==> src/egs_pkg.sv <==
// Constants, register map and encodings for the gas/climate measurement sequencer.
// Assumes one 50 MHz clock domain, with registers reached over AXI4-Lite with 32-bit data.
package egs_pkg;

    // ------------------------------------------------------------------
    // Bus and register map
    // ------------------------------------------------------------------
    localparam int ADDR_W = 12;
    localparam logic [ADDR_W-1:0] OFS_MODE = 12'h000;
    localparam logic [ADDR_W-1:0] OFS_MEAS = 12'h004;
    localparam logic [ADDR_W-1:0] OFS_GAS = 12'h008;
    localparam logic [ADDR_W-1:0] OFS_STATUS = 12'h00C;
    localparam logic [ADDR_W-1:0] OFS_WAIT_BASE = 12'h040;
    localparam logic [ADDR_W-1:0] OFS_HEAT_BASE = 12'h080;
    localparam logic [ADDR_W-1:0] OFS_FLD_BASE = 12'h100;
    localparam logic [ADDR_W-1:0] FLD_STRIDE = 12'h010;
    localparam logic [1:0] RESP_OKAY = 2'h0;
    localparam logic [1:0] RESP_SLVERR = 2'h2;

    // ------------------------------------------------------------------
    // Field layout
    // ------------------------------------------------------------------
    localparam int MEAS_T_LSB = 0;
    localparam int MEAS_P_LSB = 3;
    localparam int MEAS_H_LSB = 6;
    localparam int MEAS_IIR_BIT = 9;
    localparam int GAS_EN_BIT = 4;
    localparam int STEPS = 10;
    localparam int FIELDS = 3;
    localparam int QTY = 4;
    localparam int RES_W = 20;
    localparam logic [1:0] Q_T = 2'h0;
    localparam logic [1:0] Q_P = 2'h1;
    localparam logic [1:0] Q_H = 2'h2;
    localparam logic [1:0] Q_G = 2'h3;
    localparam int HUM_W = 16;
    localparam int BASE_W = 16;
    localparam int IIR_SHIFT = 2;
    localparam logic [2:0] OSR_MAX_CODE = 3'h5;
    localparam logic [4:0] GAS_TICKS = 5'h04;

    // ------------------------------------------------------------------
    // Operating modes
    // ------------------------------------------------------------------
    localparam logic [1:0] MODE_SLEEP = 2'h0;
    localparam logic [1:0] MODE_FORCED = 2'h1;
    localparam logic [1:0] MODE_PARALLEL = 2'h2;

    typedef enum logic [2:0] {
        ST_IDLE = 3'b000,
        ST_TPH = 3'b001,
        ST_HEAT = 3'b010,
        ST_GAS = 3'b011,
        ST_STORE = 3'b100
    } egs_state_type;

    // ------------------------------------------------------------------
    // Timing
    // ------------------------------------------------------------------
    localparam int CLK_NS = 20;
    localparam int MS_NS = 1000000;

endpackage : egs_pkg

==> src/egs_sequencer.sv <==
// Mode controller and measurement sequencer with AXI4-Lite register access.
// Assumes a front end that converts on each rising edge of conv_tick and presents conv_data,
// both asynchronous to aclk; conv_data is held stable across the tick edge.
//
// Function
// RULE_01 - After reset the block sits in sleep mode, converting nothing.
// RULE_02 - Mode write during a measurement is held until that period ends.
// RULE_03 - While a mode change pends, further mode and control writes are dropped.
// RULE_04 - Mode code 00 sleeps, 01 single-shot, 10 continuous parallel.
// RULE_05 - Single-shot runs one full cycle then returns to sleep itself.
// RULE_06 - Parallel mode repeats cycles and never drops to sleep itself.
// RULE_07 - Single-shot converts T, P, H, gas in turn with one heater step.
// RULE_08 - Single-shot powers the heater only in the gas phase.
// RULE_09 - Parallel mode heats the plate while T, P, H convert.
// RULE_10 - Host enables at least one of T, P, H before parallel mode.
// RULE_11 - Ten heater steps stored and run as a self-repeating profile.
// RULE_12 - Oversampling codes 0 skip, 1 gives 1x, 2 gives 2x, 5 gives 16x.
// RULE_13 - Host writes humidity oversampling first, then T and P together.
// RULE_14 - Eight-bit duration and set-point registers for steps zero to nine.
// RULE_15 - Heater step select picks the single-shot step; 0 means step zero.
// RULE_16 - Gas heating and conversion run only with gas enable set.
// RULE_17 - Duration code 0x59 gives 100 ms of heating before gas sampling.
// RULE_18 - Host programs all control registers before writing the mode.
// RULE_19 - Parallel results fill three data fields in FIFO order.
// RULE_20 - Optional smoothing on temperature and pressure only.
// RULE_21 - Temperature width is 20 with filter, else 16 plus code minus one.
// RULE_22 - Each period has T, P, H conversions, heating and gas measurement.
// RULE_23 - Mode code 11 behaves as sleep.
// RULE_24 - Single-shot results land in field zero before returning to sleep.
//
// Our own choices: the AXI4-Lite interface to the registers and the placing of the registers.
`timescale 1ns/1ps

module egs_sequencer
    import egs_pkg::*;
#(
    parameter int MS_CYCLES = MS_NS / CLK_NS
) (
    // Clock and reset
    input wire logic aclk,
    input wire logic aresetn,
    // AXI4-Lite write address and data
    input wire logic [ADDR_W-1:0] s_axi_awaddr,
    input wire logic s_axi_awvalid,
    output logic s_axi_awready,
    input wire logic [31:0] s_axi_wdata,
    input wire logic [3:0] s_axi_wstrb,
    input wire logic s_axi_wvalid,
    output logic s_axi_wready,
    // AXI4-Lite write response
    output logic [1:0] s_axi_bresp,
    output logic s_axi_bvalid,
    input wire logic s_axi_bready,
    // AXI4-Lite read
    input wire logic [ADDR_W-1:0] s_axi_araddr,
    input wire logic s_axi_arvalid,
    output logic s_axi_arready,
    output logic [31:0] s_axi_rdata,
    output logic [1:0] s_axi_rresp,
    output logic s_axi_rvalid,
    input wire logic s_axi_rready,
    // Front end
    input wire logic conv_tick,
    input wire logic [RES_W-1:0] conv_data,
    output logic conv_active,
    output logic [1:0] conv_select,
    output logic heater_on,
    output logic [7:0] heater_setpoint
);

    // ------------------------------------------------------------------
    // State record
    // ------------------------------------------------------------------
    typedef struct packed {
        egs_state_type st;
        logic awrdy;
        logic wrdy;
        logic aw_ok;
        logic w_ok;
        logic [ADDR_W-1:0] awaddr;
        logic [31:0] wdata;
        logic [3:0] wstrb;
        logic bvalid;
        logic [1:0] bresp;
        logic arrdy;
        logic rvalid;
        logic [31:0] rdata;
        logic [1:0] rresp;
        logic [1:0] mode;
        logic pend;
        logic [1:0] pend_mode;
        logic [2:0] osrs_t;
        logic [2:0] osrs_p;
        logic [2:0] osrs_h;
        logic iir_en;
        logic [3:0] step_sel;
        logic gas_en;
        logic [STEPS-1:0][7:0] gas_wait;
        logic [STEPS-1:0][7:0] res_heat;
        logic [FIELDS-1:0][QTY-1:0][RES_W-1:0] fld;
        logic [FIELDS-1:0] fld_new;
        logic [1:0] wr_ptr;
        logic [RES_W-1:0] filt_t;
        logic [RES_W-1:0] filt_p;
        logic filt_ok;
        logic [3:0] cur_step;
        logic [1:0] qty;
        logic [4:0] ticks;
        logic [QTY-1:0][RES_W-1:0] res;
        logic [31:0] pres;
        logic [11:0] ms_left;
        logic heat_run;
        logic heater_on;
        logic [7:0] heater_sp;
        logic conv_active;
        logic [1:0] conv_sel;
        logic [1:0] lk_sync;
        logic lk_prev;
        logic [RES_W-1:0] d_meta;
        logic [RES_W-1:0] d_sync;
    } egs_regs_type;

    egs_regs_type r_ff;
    egs_regs_type nxt_r;

    // ------------------------------------------------------------------
    // Helpers
    // ------------------------------------------------------------------
    // Oversampling code to number of front-end ticks; codes above 16x saturate
    function automatic logic [4:0] osr_ticks(input logic [2:0] code);
        logic [2:0] c;
        c = (code > OSR_MAX_CODE) ? OSR_MAX_CODE : code;
        return 5'(5'h01 << (c - 3'h1));
    endfunction : osr_ticks

    // Keep only the significant bits of a left-aligned 20-bit result
    function automatic logic [RES_W-1:0] res_mask(input logic [2:0] code, input logic iir);
        logic [2:0] c;
        logic [4:0] drop;
        c = (code > OSR_MAX_CODE) ? OSR_MAX_CODE : code;
        drop = iir ? 5'h00 : 5'(RES_W - BASE_W) - 5'(c - 3'h1); // RULE_21
        return ~(20'(20'h0_0001 << drop) - 20'h0_0001);
    endfunction : res_mask

    // Duration code: low six bits in ms, top two bits scale by 1, 4, 16 or 64
    function automatic logic [11:0] heat_ms(input logic [7:0] code);
        return 12'(12'(code[5:0]) << {code[7:6], 1'b0}); // RULE_17
    endfunction : heat_ms

    // First-order smoothing toward the new sample
    function automatic logic [RES_W-1:0] smooth(input logic [RES_W-1:0] old, input logic [RES_W-1:0] cur);
        if (cur >= old) begin
            return old + ((cur - old) >> IIR_SHIFT);
        end
        return old - ((old - cur) >> IIR_SHIFT);
    endfunction : smooth

    // Register read decode: {error, data}
    function automatic logic [32:0] rd_word(input egs_regs_type s, input logic [ADDR_W-1:0] a);
        logic [ADDR_W-1:0] off;
        logic [32:0] v;
        v = {1'b1, 32'h0000_0000};
        if (a == OFS_MODE) begin
            v = {1'b0, 30'h0000_0000, s.mode};
        end else if (a == OFS_MEAS) begin
            v = {1'b0, 22'h00_0000, s.iir_en, s.osrs_h, s.osrs_p, s.osrs_t};
        end else if (a == OFS_GAS) begin
            v = {1'b0, 27'h000_0000, s.gas_en, s.step_sel};
        end else if (a == OFS_STATUS) begin
            v = {1'b0, 25'h000_0000, s.fld_new, s.wr_ptr, s.pend, s.st != ST_IDLE};
        end
        for (int i = 0; i < STEPS; i++) begin
            if (a == OFS_WAIT_BASE + ADDR_W'(4 * i)) begin
                v = {1'b0, 24'h00_0000, s.gas_wait[i]};
            end
            if (a == OFS_HEAT_BASE + ADDR_W'(4 * i)) begin
                v = {1'b0, 24'h00_0000, s.res_heat[i]};
            end
        end
        for (int f = 0; f < FIELDS; f++) begin
            for (int q = 0; q < QTY; q++) begin
                off = OFS_FLD_BASE + ADDR_W'(f * FLD_STRIDE) + ADDR_W'(4 * q);
                if (a == off) begin
                    v = {1'b0, 12'h000, s.fld[f][q]};
                end
            end
        end
        return v;
    endfunction : rd_word

    // ------------------------------------------------------------------
    // Next-state logic
    // ------------------------------------------------------------------
    always_comb begin
        logic [32:0] rd;
        logic [31:0] wv;
        logic rise;
        logic busy;
        logic [4:0] need;
        logic tph_done;
        logic [3:0] sel;
        nxt_r = r_ff;
        rd = 33'h0_0000_0000;
        wv = 32'h0000_0000;
        tph_done = 1'b0;
        need = 5'h00;
        busy = (r_ff.st != ST_IDLE) || (r_ff.mode == MODE_FORCED) || (r_ff.mode == MODE_PARALLEL); // Period running or start due
        sel = (r_ff.step_sel > 4'(STEPS - 1)) ? 4'(STEPS - 1) : r_ff.step_sel;

        // Tick synchroniser; only the second stage feeds edge detection
        nxt_r.lk_sync = {r_ff.lk_sync[0], conv_tick};
        nxt_r.lk_prev = r_ff.lk_sync[1];
        nxt_r.d_meta = conv_data;
        nxt_r.d_sync = r_ff.d_meta;
        rise = r_ff.lk_sync[1] & ~r_ff.lk_prev;

        // Write channels are taken independently, in either order
        if (s_axi_awvalid && r_ff.awrdy) begin
            nxt_r.aw_ok = 1'b1;
            nxt_r.awaddr = s_axi_awaddr;
        end
        if (s_axi_wvalid && r_ff.wrdy) begin
            nxt_r.w_ok = 1'b1;
            nxt_r.wdata = s_axi_wdata;
            nxt_r.wstrb = s_axi_wstrb;
        end
        if (r_ff.bvalid && s_axi_bready) begin
            nxt_r.bvalid = 1'b0;
        end
        if (r_ff.aw_ok && r_ff.w_ok && !r_ff.bvalid) begin
            rd = rd_word(r_ff, r_ff.awaddr);
            wv = rd[31:0];
            for (int b = 0; b < 4; b++) begin
                if (r_ff.wstrb[b]) begin
                    wv[8*b +: 8] = r_ff.wdata[8*b +: 8];
                end
            end
            nxt_r.aw_ok = 1'b0;
            nxt_r.w_ok = 1'b0;
            nxt_r.bvalid = 1'b1;
            nxt_r.bresp = rd[32] ? RESP_SLVERR : RESP_OKAY;
            // A pending change freezes every control register
            if (!r_ff.pend) begin // RULE_03
                if (r_ff.awaddr == OFS_MODE) begin
                    if (busy) begin
                        nxt_r.pend = 1'b1; // RULE_02
                        nxt_r.pend_mode = wv[1:0];
                    end else begin
                        nxt_r.mode = wv[1:0];
                        nxt_r.cur_step = 4'h0;
                        nxt_r.wr_ptr = 2'h0;
                    end
                end else if (r_ff.awaddr == OFS_MEAS) begin
                    nxt_r.osrs_t = wv[MEAS_T_LSB +: 3]; // RULE_12
                    nxt_r.osrs_p = wv[MEAS_P_LSB +: 3];
                    nxt_r.osrs_h = wv[MEAS_H_LSB +: 3];
                    nxt_r.iir_en = wv[MEAS_IIR_BIT];
                end else if (r_ff.awaddr == OFS_GAS) begin
                    nxt_r.step_sel = wv[3:0];
                    nxt_r.gas_en = wv[GAS_EN_BIT];
                end
                for (int i = 0; i < STEPS; i++) begin
                    if (r_ff.awaddr == OFS_WAIT_BASE + ADDR_W'(4 * i)) begin
                        nxt_r.gas_wait[i] = wv[7:0]; // RULE_14
                    end
                    if (r_ff.awaddr == OFS_HEAT_BASE + ADDR_W'(4 * i)) begin
                        nxt_r.res_heat[i] = wv[7:0]; // RULE_14
                    end
                end
            end
        end
        nxt_r.awrdy = !nxt_r.aw_ok && !nxt_r.bvalid;
        nxt_r.wrdy = !nxt_r.w_ok && !nxt_r.bvalid;

        // Read channel; reading a field's temperature word clears its new flag
        if (r_ff.rvalid && s_axi_rready) begin
            nxt_r.rvalid = 1'b0;
        end
        if (s_axi_arvalid && r_ff.arrdy) begin
            rd = rd_word(r_ff, s_axi_araddr);
            nxt_r.rvalid = 1'b1;
            nxt_r.rdata = rd[31:0];
            nxt_r.rresp = rd[32] ? RESP_SLVERR : RESP_OKAY;
            for (int f = 0; f < FIELDS; f++) begin
                if (s_axi_araddr == OFS_FLD_BASE + ADDR_W'(f * FLD_STRIDE)) begin
                    nxt_r.fld_new[f] = 1'b0;
                end
            end
        end
        nxt_r.arrdy = !nxt_r.rvalid;

        // Heater timer: counts whole milliseconds of hot-plate time
        if (r_ff.heat_run) begin
            if (r_ff.pres == 32'(MS_CYCLES - 1)) begin
                nxt_r.pres = 32'h0000_0000;
                nxt_r.ms_left = r_ff.ms_left - 12'h001;
                if (r_ff.ms_left == 12'h001) begin
                    nxt_r.heat_run = 1'b0;
                end
            end else begin
                nxt_r.pres = r_ff.pres + 32'h0000_0001;
            end
        end

        // Measurement sequencer
        case (r_ff.st)
            ST_IDLE: begin
                nxt_r.conv_active = 1'b0;
                nxt_r.heater_on = 1'b0;
                if (r_ff.pend) begin
                    // A change caught on the last cycle of a period lands here
                    nxt_r.mode = r_ff.pend_mode; // RULE_02
                    nxt_r.pend = 1'b0;
                    nxt_r.cur_step = 4'h0;
                    nxt_r.wr_ptr = 2'h0;
                end else if (r_ff.mode == MODE_FORCED || r_ff.mode == MODE_PARALLEL) begin // RULE_04 RULE_23
                    nxt_r.st = ST_TPH;
                    nxt_r.qty = Q_T;
                    nxt_r.ticks = 5'h00;
                    nxt_r.res = '0;
                    if (r_ff.mode == MODE_FORCED) begin
                        nxt_r.cur_step = sel; // RULE_15
                    end else if (r_ff.gas_en) begin
                        // Plate heats alongside the T, P, H conversions
                        nxt_r.heater_on = 1'b1; // RULE_09
                        nxt_r.heater_sp = r_ff.res_heat[r_ff.cur_step];
                        nxt_r.ms_left = heat_ms(r_ff.gas_wait[r_ff.cur_step]);
                        nxt_r.pres = 32'h0000_0000;
                        nxt_r.heat_run = (heat_ms(r_ff.gas_wait[r_ff.cur_step]) != 12'h000);
                    end
                end
            end
            ST_TPH: begin
                case (r_ff.qty)
                    Q_T: need = (r_ff.osrs_t == 3'h0) ? 5'h00 : osr_ticks(r_ff.osrs_t);
                    Q_P: need = (r_ff.osrs_p == 3'h0) ? 5'h00 : osr_ticks(r_ff.osrs_p);
                    default: need = (r_ff.osrs_h == 3'h0) ? 5'h00 : osr_ticks(r_ff.osrs_h);
                endcase
                nxt_r.conv_sel = r_ff.qty;
                nxt_r.conv_active = (need != 5'h00);
                // Zero oversampling skips the conversion in a single cycle
                if (need == 5'h00) begin // RULE_12
                    nxt_r.qty = r_ff.qty + 2'h1;
                    tph_done = (r_ff.qty == Q_H);
                end else if (rise) begin
                    nxt_r.ticks = r_ff.ticks + 5'h01;
                    if (r_ff.ticks == need - 5'h01) begin
                        case (r_ff.qty)
                            Q_T: nxt_r.res[Q_T] = r_ff.d_sync & res_mask(r_ff.osrs_t, r_ff.iir_en); // RULE_21
                            Q_P: nxt_r.res[Q_P] = r_ff.d_sync & res_mask(r_ff.osrs_p, r_ff.iir_en);
                            default: nxt_r.res[Q_H] = {r_ff.d_sync[RES_W-1 -: HUM_W], 4'h0};
                        endcase
                        nxt_r.ticks = 5'h00;
                        nxt_r.qty = r_ff.qty + 2'h1;
                        nxt_r.conv_active = 1'b0;
                        tph_done = (r_ff.qty == Q_H);
                    end
                end
                if (tph_done) begin
                    nxt_r.qty = Q_G;
                    nxt_r.conv_active = 1'b0;
                    if (!r_ff.gas_en) begin
                        nxt_r.st = ST_STORE; // RULE_16
                    end else begin
                        nxt_r.st = ST_HEAT; // RULE_22
                        if (r_ff.mode == MODE_FORCED) begin
                            // Single-shot heats only after T, P, H are done
                            nxt_r.heater_on = 1'b1; // RULE_08 RULE_07
                            nxt_r.heater_sp = r_ff.res_heat[r_ff.cur_step];
                            nxt_r.ms_left = heat_ms(r_ff.gas_wait[r_ff.cur_step]); // RULE_17
                            nxt_r.pres = 32'h0000_0000;
                            nxt_r.heat_run = (heat_ms(r_ff.gas_wait[r_ff.cur_step]) != 12'h000);
                        end
                    end
                end
            end
            ST_HEAT: begin
                if (!r_ff.heat_run) begin
                    nxt_r.st = ST_GAS;
                    nxt_r.ticks = 5'h00;
                end
            end
            ST_GAS: begin
                nxt_r.conv_sel = Q_G;
                nxt_r.conv_active = 1'b1;
                if (rise) begin
                    nxt_r.ticks = r_ff.ticks + 5'h01;
                    if (r_ff.ticks == GAS_TICKS - 5'h01) begin
                        nxt_r.res[Q_G] = r_ff.d_sync;
                        nxt_r.conv_active = 1'b0;
                        nxt_r.heater_on = 1'b0; // RULE_08
                        nxt_r.st = ST_STORE;
                    end
                end
            end
            ST_STORE: begin
                nxt_r.heater_on = 1'b0;
                nxt_r.fld[r_ff.wr_ptr] = r_ff.res; // RULE_24
                // Smoothing applies to temperature and pressure, never H or gas
                if (r_ff.iir_en) begin // RULE_20
                    nxt_r.filt_t = r_ff.filt_ok ? smooth(r_ff.filt_t, r_ff.res[Q_T]) : r_ff.res[Q_T];
                    nxt_r.filt_p = r_ff.filt_ok ? smooth(r_ff.filt_p, r_ff.res[Q_P]) : r_ff.res[Q_P];
                    nxt_r.filt_ok = 1'b1;
                    nxt_r.fld[r_ff.wr_ptr][Q_T] = nxt_r.filt_t;
                    nxt_r.fld[r_ff.wr_ptr][Q_P] = nxt_r.filt_p;
                end else begin
                    nxt_r.filt_ok = 1'b0;
                end
                // New-data set wins over a read clear in the same cycle
                nxt_r.fld_new[r_ff.wr_ptr] = 1'b1;
                if (r_ff.mode == MODE_PARALLEL) begin
                    nxt_r.wr_ptr = (r_ff.wr_ptr == 2'(FIELDS - 1)) ? 2'h0 : r_ff.wr_ptr + 2'h1; // RULE_19
                    nxt_r.cur_step = (r_ff.cur_step >= sel) ? 4'h0 : r_ff.cur_step + 4'h1; // RULE_11
                end
                if (r_ff.pend) begin
                    nxt_r.mode = r_ff.pend_mode; // RULE_02
                    nxt_r.pend = 1'b0;
                    nxt_r.cur_step = 4'h0;
                    nxt_r.wr_ptr = 2'h0;
                end else if (r_ff.mode == MODE_FORCED) begin
                    nxt_r.mode = MODE_SLEEP; // RULE_05
                end
                // Parallel mode simply re-enters the cycle from idle
                nxt_r.st = ST_IDLE; // RULE_06
            end
            default: begin
                nxt_r.st = ST_IDLE;
            end
        endcase
    end

    // ------------------------------------------------------------------
    // State register
    // ------------------------------------------------------------------
    always_ff @(posedge aclk) begin
        if (!aresetn) begin
            r_ff <= '0; // RULE_01
        end else begin
            r_ff <= nxt_r;
        end
    end

    // Outputs straight from the state register
    assign s_axi_awready = r_ff.awrdy;
    assign s_axi_wready = r_ff.wrdy;
    assign s_axi_bvalid = r_ff.bvalid;
    assign s_axi_bresp = r_ff.bresp;
    assign s_axi_arready = r_ff.arrdy;
    assign s_axi_rvalid = r_ff.rvalid;
    assign s_axi_rdata = r_ff.rdata;
    assign s_axi_rresp = r_ff.rresp;
    assign conv_active = r_ff.conv_active;
    assign conv_select = r_ff.conv_sel;
    assign heater_on = r_ff.heater_on;
    assign heater_setpoint = r_ff.heater_sp;

endmodule : egs_sequencer

==> config.mk <==
export PLATFORM = sky130hd
export DESIGN_NAME = egs_sequencer
export DESIGN_NICKNAME = d
export VERILOG_FILES = /design/src/egs_pkg.sv /design/src/egs_sequencer.sv
export SDC_FILE = /design/constraint.sdc
export NUM_CORES = 2
export LEC_CHECK = 0
export BUFFER_PORTS_ARGS = -buffer_cell sky130_fd_sc_hd__buf_2
export CORE_UTILIZATION = 30
export CTS_BUF_LIST = sky130_fd_sc_hd__clkbuf_4 sky130_fd_sc_hd__clkbuf_8
export CTS_CLUSTER_DIAMETER = 200
export DETAILED_ROUTE_END_ITERATION = 12
export HOLD_SLACK_MARGIN = 0.02
export PLACE_DENSITY = 0.43
export RECOVER_POWER = 100
export SETUP_SLACK_MARGIN = 0.1
export SLEW_MARGIN = 10
export SYNTH_ARGS = -nofsm -noshare
export SYNTH_HDL_FRONTEND = slang
export SYNTH_SLANG_ARGS = --single-unit
==> constraint.sdc <==
create_clock -name aclk -period 14.8 [get_ports aclk]
set_clock_uncertainty 0.2 [all_clocks]
set_input_delay 3.7 -clock aclk [delete_from_list [all_inputs] [get_ports aclk]]
set_output_delay 3.7 -clock aclk [all_outputs]
set_load 0.02 [all_outputs]
== Word-level counts from Yosys, hierarchy flattened ==
Index checks and enable logic that the tools add are counted.
Cells by class
  add/subtract/negate cells: 24
  multiply operators: 0
  div/mod/pow operators: 0
  magnitude comparators: 10
  equality and inequality tests: 102
  shifts and indexed selects: 6
  muxes and demuxes: 239
  bitwise operators: 10
  reductions and logical operators: 70
Operators by type and width (number)
  two-way mux 33 bit: 74
  bitwise mux 240 bit: 3
  demux 80 bit (select 2 bit): 3
  two-way mux 180 bit: 2
  two-way mux 20 bit: 15
  == test 12 x 9 -> 1 bit (second input constant): 24
  == test 12 x 7 -> 1 bit (second input constant): 20
  == test 12 x 8 -> 1 bit (second input constant): 20
  two-way mux 240 bit: 1
  two-way mux 54 bit: 4
  case mux 105 bit (2 select lines): 1
  two-way mux 8 bit: 23
  two-way mux 60 bit: 3
  two-way mux 145 bit: 1
  two-way mux 141 bit: 1
  two-way mux 80 bit: 1
  subtractor 20 bit: 4
  binary-select mux 8 bit (select 4 bit): 2
  AND reduction 3 bit: 20
  two-way mux 5 bit: 11
  two-way mux 55 bit: 1
  == test 12 x 4 -> 1 bit (second input constant): 4
  two-way mux 3 bit: 15
  two-way mux 45 bit: 1
  other kinds (82): 207
Word-level totals
  register bits after elaboration: 727
  bits in latches: 0
  bits in writable memories: 0
  bits in read-only memories: 0
  input port bits: 88
  output and inout port bits: 53
  word-level logic and storage cells: 540
  memories kept: 0

== Depth between registers and ports, before layout ==
  word-level depth: 47
  depth in mapped cells: 25
  depth with buffers taken out: 24

== Worst setup path after synthesis ==
No wires, ideal clock.
  path type: input to register
  from: input s_axi_araddr[1]
  to: register r_ff, in the netlist s_axi_rdata[5]
  setup time: 70 ps
  arrival: 6178 ps
  data required time: 14530 ps
  slack: 8352 ps
  stages on the path: 13
  buffers on the path: 3
  cell sequence: clkbuf_1 -> or4b_1 -> buf_2 -> nor2_2 -> and3_1 -> clkbuf_1 -> a222oi_1 -> and4_1 -> o21a_1 -> a31o_1 -> nor4_1 -> o221ai_1 -> a21oi_1
Between the ends
  cells in the longest elaborated chain, start to end: 38
  elaborated cells between the ends (all ways): 73
  classes of those cells: eq/ne: 35; mux: 37; reduce/logical: 1
RTL lines
  from (decl): line egs_sequencer.sv:55  | input wire logic [ADDR_W-1:0] s_axi_araddr,
  == test 12 x 4 -> 1 bit: line egs_sequencer.sv:169  | end else if (a == OFS_STATUS) begin
  two-way mux 33 bit: line egs_sequencer.sv:169
  two-way mux 33 bit: line egs_sequencer.sv:167  | end else if (a == OFS_GAS) begin
  two-way mux 33 bit: line egs_sequencer.sv:165  | end else if (a == OFS_MEAS) begin
  two-way mux 33 bit: line egs_sequencer.sv:163  | if (a == OFS_MODE) begin
  two-way mux 33 bit: line egs_sequencer.sv:173  | if (a == OFS_WAIT_BASE + ADDR_W'(4 * i)) begin
  two-way mux 33 bit: line egs_sequencer.sv:176  | if (a == OFS_HEAT_BASE + ADDR_W'(4 * i)) begin
  two-way mux 33 bit: line egs_sequencer.sv:173
  [12 not listed]
  two-way mux 33 bit: line egs_sequencer.sv:176
  two-way mux 33 bit: line egs_sequencer.sv:173
  two-way mux 33 bit: line egs_sequencer.sv:176
  two-way mux 33 bit: line egs_sequencer.sv:173
  two-way mux 33 bit: line egs_sequencer.sv:176
  two-way mux 33 bit (11 in a row): line egs_sequencer.sv:183  | if (a == off) begin
  two-way mux 33 bit *: line egs_sequencer.sv:183
  two-way mux 33 bit *: line egs_sequencer.sv:279  | if (s_axi_arvalid && r_ff.arrdy) begin
  to (signal assigned): line egs_sequencer.sv:439  | r_ff <= nxt_r;
  to (decl): line egs_sequencer.sv:123  | egs_regs_type r_ff;
Every way passes the cells marked *; elsewhere a longest branch is shown, timed or not. The select of a mux whose other input is x is not followed.
A chain may end at the register's enable or synchronous reset.

==> flow_summary.ini <==
[worst_setup_path]
crit_buf_inv = 4
slowest_delay_ns = 2.61
end_kind = flip-flop
startpoint = aresetn
cpMaxStageDelayCell = clkbuf_1
cp.required_ns = 15.35
criticalPathCategory = input pin to flip-flop
r2r_end = r_ff[230]$_SDFFE_PN0P_
worstSetupStartpointType = input pin
r2r_slack_ns = 7.56
crit_chain = clkbuf_1 > clkbuf_1 > clkbuf_1 > nand3_1 > clkbuf_1 > o21ai_0
cp_common_cell = clkbuf_1
crit_cells = 6
cp-endpoint = r_ff[502]$_SDFFE_PN0P_
crit_path_max_fanout = 71
crit_arrival_ns = 11.19
r2r_cells = 23
cpLargestDelayFamily = buffers and inverters
r2r-start = r_ff[109]$_SDFFE_PN0P_

[die]
coreArea_sq_mm = 0.1380
fp.dieH_um = 375.5
initial_core_util_pct = 30.33
die_w_um = 375.5
io_pins = 141
dieArea_sq_mm = 0.1410
rows = 136

[placed_design]
port_buffers = 102
dpl_worst_slack_ns = 6.784
dp_hpwl_um = 142800
gp_congestion = 1.006

[cts]
htree_levels = 4
cts_hold_buf = 0
clock_path_buffers = 3
post_cts_resize_count = 0
post_cts_buffers = 0
worstSkewPairLatency_ns = 0.88
cts.sinks = 697
clk_pin_slew_ns = 0.06
cts_tree = done
cts_root_buf = clkbuf_8
cts_buffers = 132

[timing]
setup-tns-final_ns = 0
setup_ws_ns = 4.160
fmax_mhz = 93.99
period_minus_slack_ns = 10.64
slew_violations = 583
hold_violations = 0
min_period_over_period_pct = 71.89
grt_setup_unrepaired = false
slew_headroom_pct = -185.3
worst_pin_slew_ns = 4.279
setup_viol = 0

[detailed_routing]
wl_per_cell_um = 27.13
antenna_left = 0
viasPerCell = 5.745
wl_um = 199400
drc = 0
num_vias = 42220
drt_iter0_drc = 4443
drtPass1Iterations = 9

[min_path]
whs_path_depth = 1
min_from = nxt_r[7]$_SDFF_PN0_
hp-class = flip-flop to flip-flop

[final_layout]
utilization_pct = 33.81
layout_commonest_cell = nand2_1
area_growth_pct = 11.47
drive_above_1_share_pct = 10.07
finalNetCount = 5623
layout_common_cells = 806 x nand2_1, 693 x dfxtp_1, 574 x a21oi_1
fill_cells = 14880

[flow_run]
drv_cap = 10

[synthesis]
ys.flop_type = dfxtp_1
yosys_warnings = 0
synth_area_leaders = dfxtp_1 33%, nand2_1 7.3%, a21oi_1 6.9%
yosysTopAreaCell = dfxtp_1
synth_edf_count = 0
netlist.area_leader.share_pct = 33.34
synthesis.instances = 5468
ys_ff_latch = 697
avgSynthCellArea_sq_um = 7.654
synthArstFlopShare_pct = 0
synth_area_sq_mm = 0.04185
ys_seq_area_share_pct = 33.34
ys_types = 115

[global_routing]
grt_pass1_vias = 39320
grt_use_total_pct = 27.48
grt_remaining_overflow = 0
antenna_found_initial = 14
grt_start_max_net_pins = 180
grt_pass1_wl_um = 286100

[run_status]
violations = capacitance limit, slew limit
outcome = complete, but fails checks

[power]
vdd_drop_max_v = 0.00006350
p_per_area_mw_per_mm2 = 92.39
leakage_nw = 15.67
## flip-flops by register name, summed over array words and instances (netlist names)
| register | count |
|---|---|
| s_axi_bvalid | 1 |
| conv_active | 1 |
| nxt_r | 22 |
| s_axi_awready | 1 |
| r_ff | 636 |
| s_axi_wready | 1 |
| s_axi_rdata | 20 |
| conv_select | 2 |
| heater_setpoint | 8 |
| s_axi_rresp | 1 |
| s_axi_rvalid | 1 |
| s_axi_bresp | 1 |
| heater_on | 1 |
| s_axi_arready | 1 |
## synth_stat cells (all sizes together), types with 29 or more instances
master  number
a221oi      53
buf        113
nand2      810
nand4       42
a21oi      576
and2        72
a21o        34
xnor2       87
xor2        65
nor2       482
o211ai      33
dfxtp      697
a22oi       89
o21ai      350
ha         141
nand2b      35
nand3      256
nor2b       41
mux2        29
clkbuf     328
a211oi     147
or3         31
and3        37
mux4        33
nor3       100
mux2i      104
o22ai       72
a31oi       45
inv        140
o221ai      29
## area by class of cell
| type | instances | area (sq um) | share of cell area [%] |
|---|---|---|---|
| Clock buffer | 197 | 2467 | 5.289 |
| Inverter | 142 | 540.5 | 1.159 |
| Clock inverter | 24 | 296.5 | 0.6356 |
| Tap cell | 1863 | 2331 | 4.997 |
| Multi-Input combinational cell | 4201 | 25750 | 55.19 |
| Antenna cell | 7 | 17.52 | 0.03755 |
| Sequential cell | 697 | 13960 | 29.93 |
| Timing Repair Buffer | 218 | 1290 | 2.765 |
## worst min-delay path by stage
stage,end,slack (ns)
finish,r_ff[7]$_SDFF_PN0_,0.23
detailed placement,r_ff[11]$_SDFF_PN0_,0.22
floorplan,nxt_r[40]$_SDFF_PN0_,0.21
CTS,r_ff[11]$_SDFF_PN0_,0.23
global placement,r_ff[14]$_SDFF_PN0_,0.21
global route,r_ff[12]$_SDFF_PN0_,0.24
## per-layer routing
metal	GRT usage [%]	up-vias	wire length [um]	part of all wire, %
met2	42.49	1736	88000	44
li1	-	19630	-	-
met4	10.93	14	7724	3.9
met1	37.25	20490	89120	45
met3	5.503	355	14430	7.2
met5	0	-	99	0.050
## metrics by stage
| stage | power, mW | hold slack (ns) | cells | instance area (sq um) |
|---|---|---|---|---|
| 3_3_place_gp | 2.307 | 0.2143 | 7121 | 44000 |
| 3_5_place_dp | 2.306 | 0.2177 | 7121 | 44000 |
| 5_1_grt | 4.463 | 0.2420 | 7344 | 46640 |
| 6_report | 4.310 | 0.2300 | 7349 | 46650 |
| 4_1_cts | 4.359 | 0.2313 | 7342 | 46760 |
| 2_1_floorplan | 2.146 | 0.2119 | 5481 | 41900 |
## power breakdown
| group | total (mW) | internal, mW | switching, mW | leakage [nW] |
|---|---|---|---|---|
| clock | 2.04 | 1.14 | 0.900 | 1.46 |
| sequential | 1.93 | 1.90 | 0.0299 | 5.63 |
| combinational | 0.346 | 0.0755 | 0.270 | 8.59 |
| total | 4.31 | 3.11 | 1.20 | 15.7 |
## cell families after synthesis
group	Yosys count	share of synthesized area (%)
AO/OA/AOI/OAI	1689	25.81
XOR/XNOR	152	3.199
adder cells (fa/ha/maj)	143	4.311
buffers and inverters	583	5.830
flip-flops	697	33.34
multiplexers	166	5.079
other	1	0.008960
AND/OR/NAND/NOR	2037	22.43
Note: power is estimated with default switching activity, not from simulation.
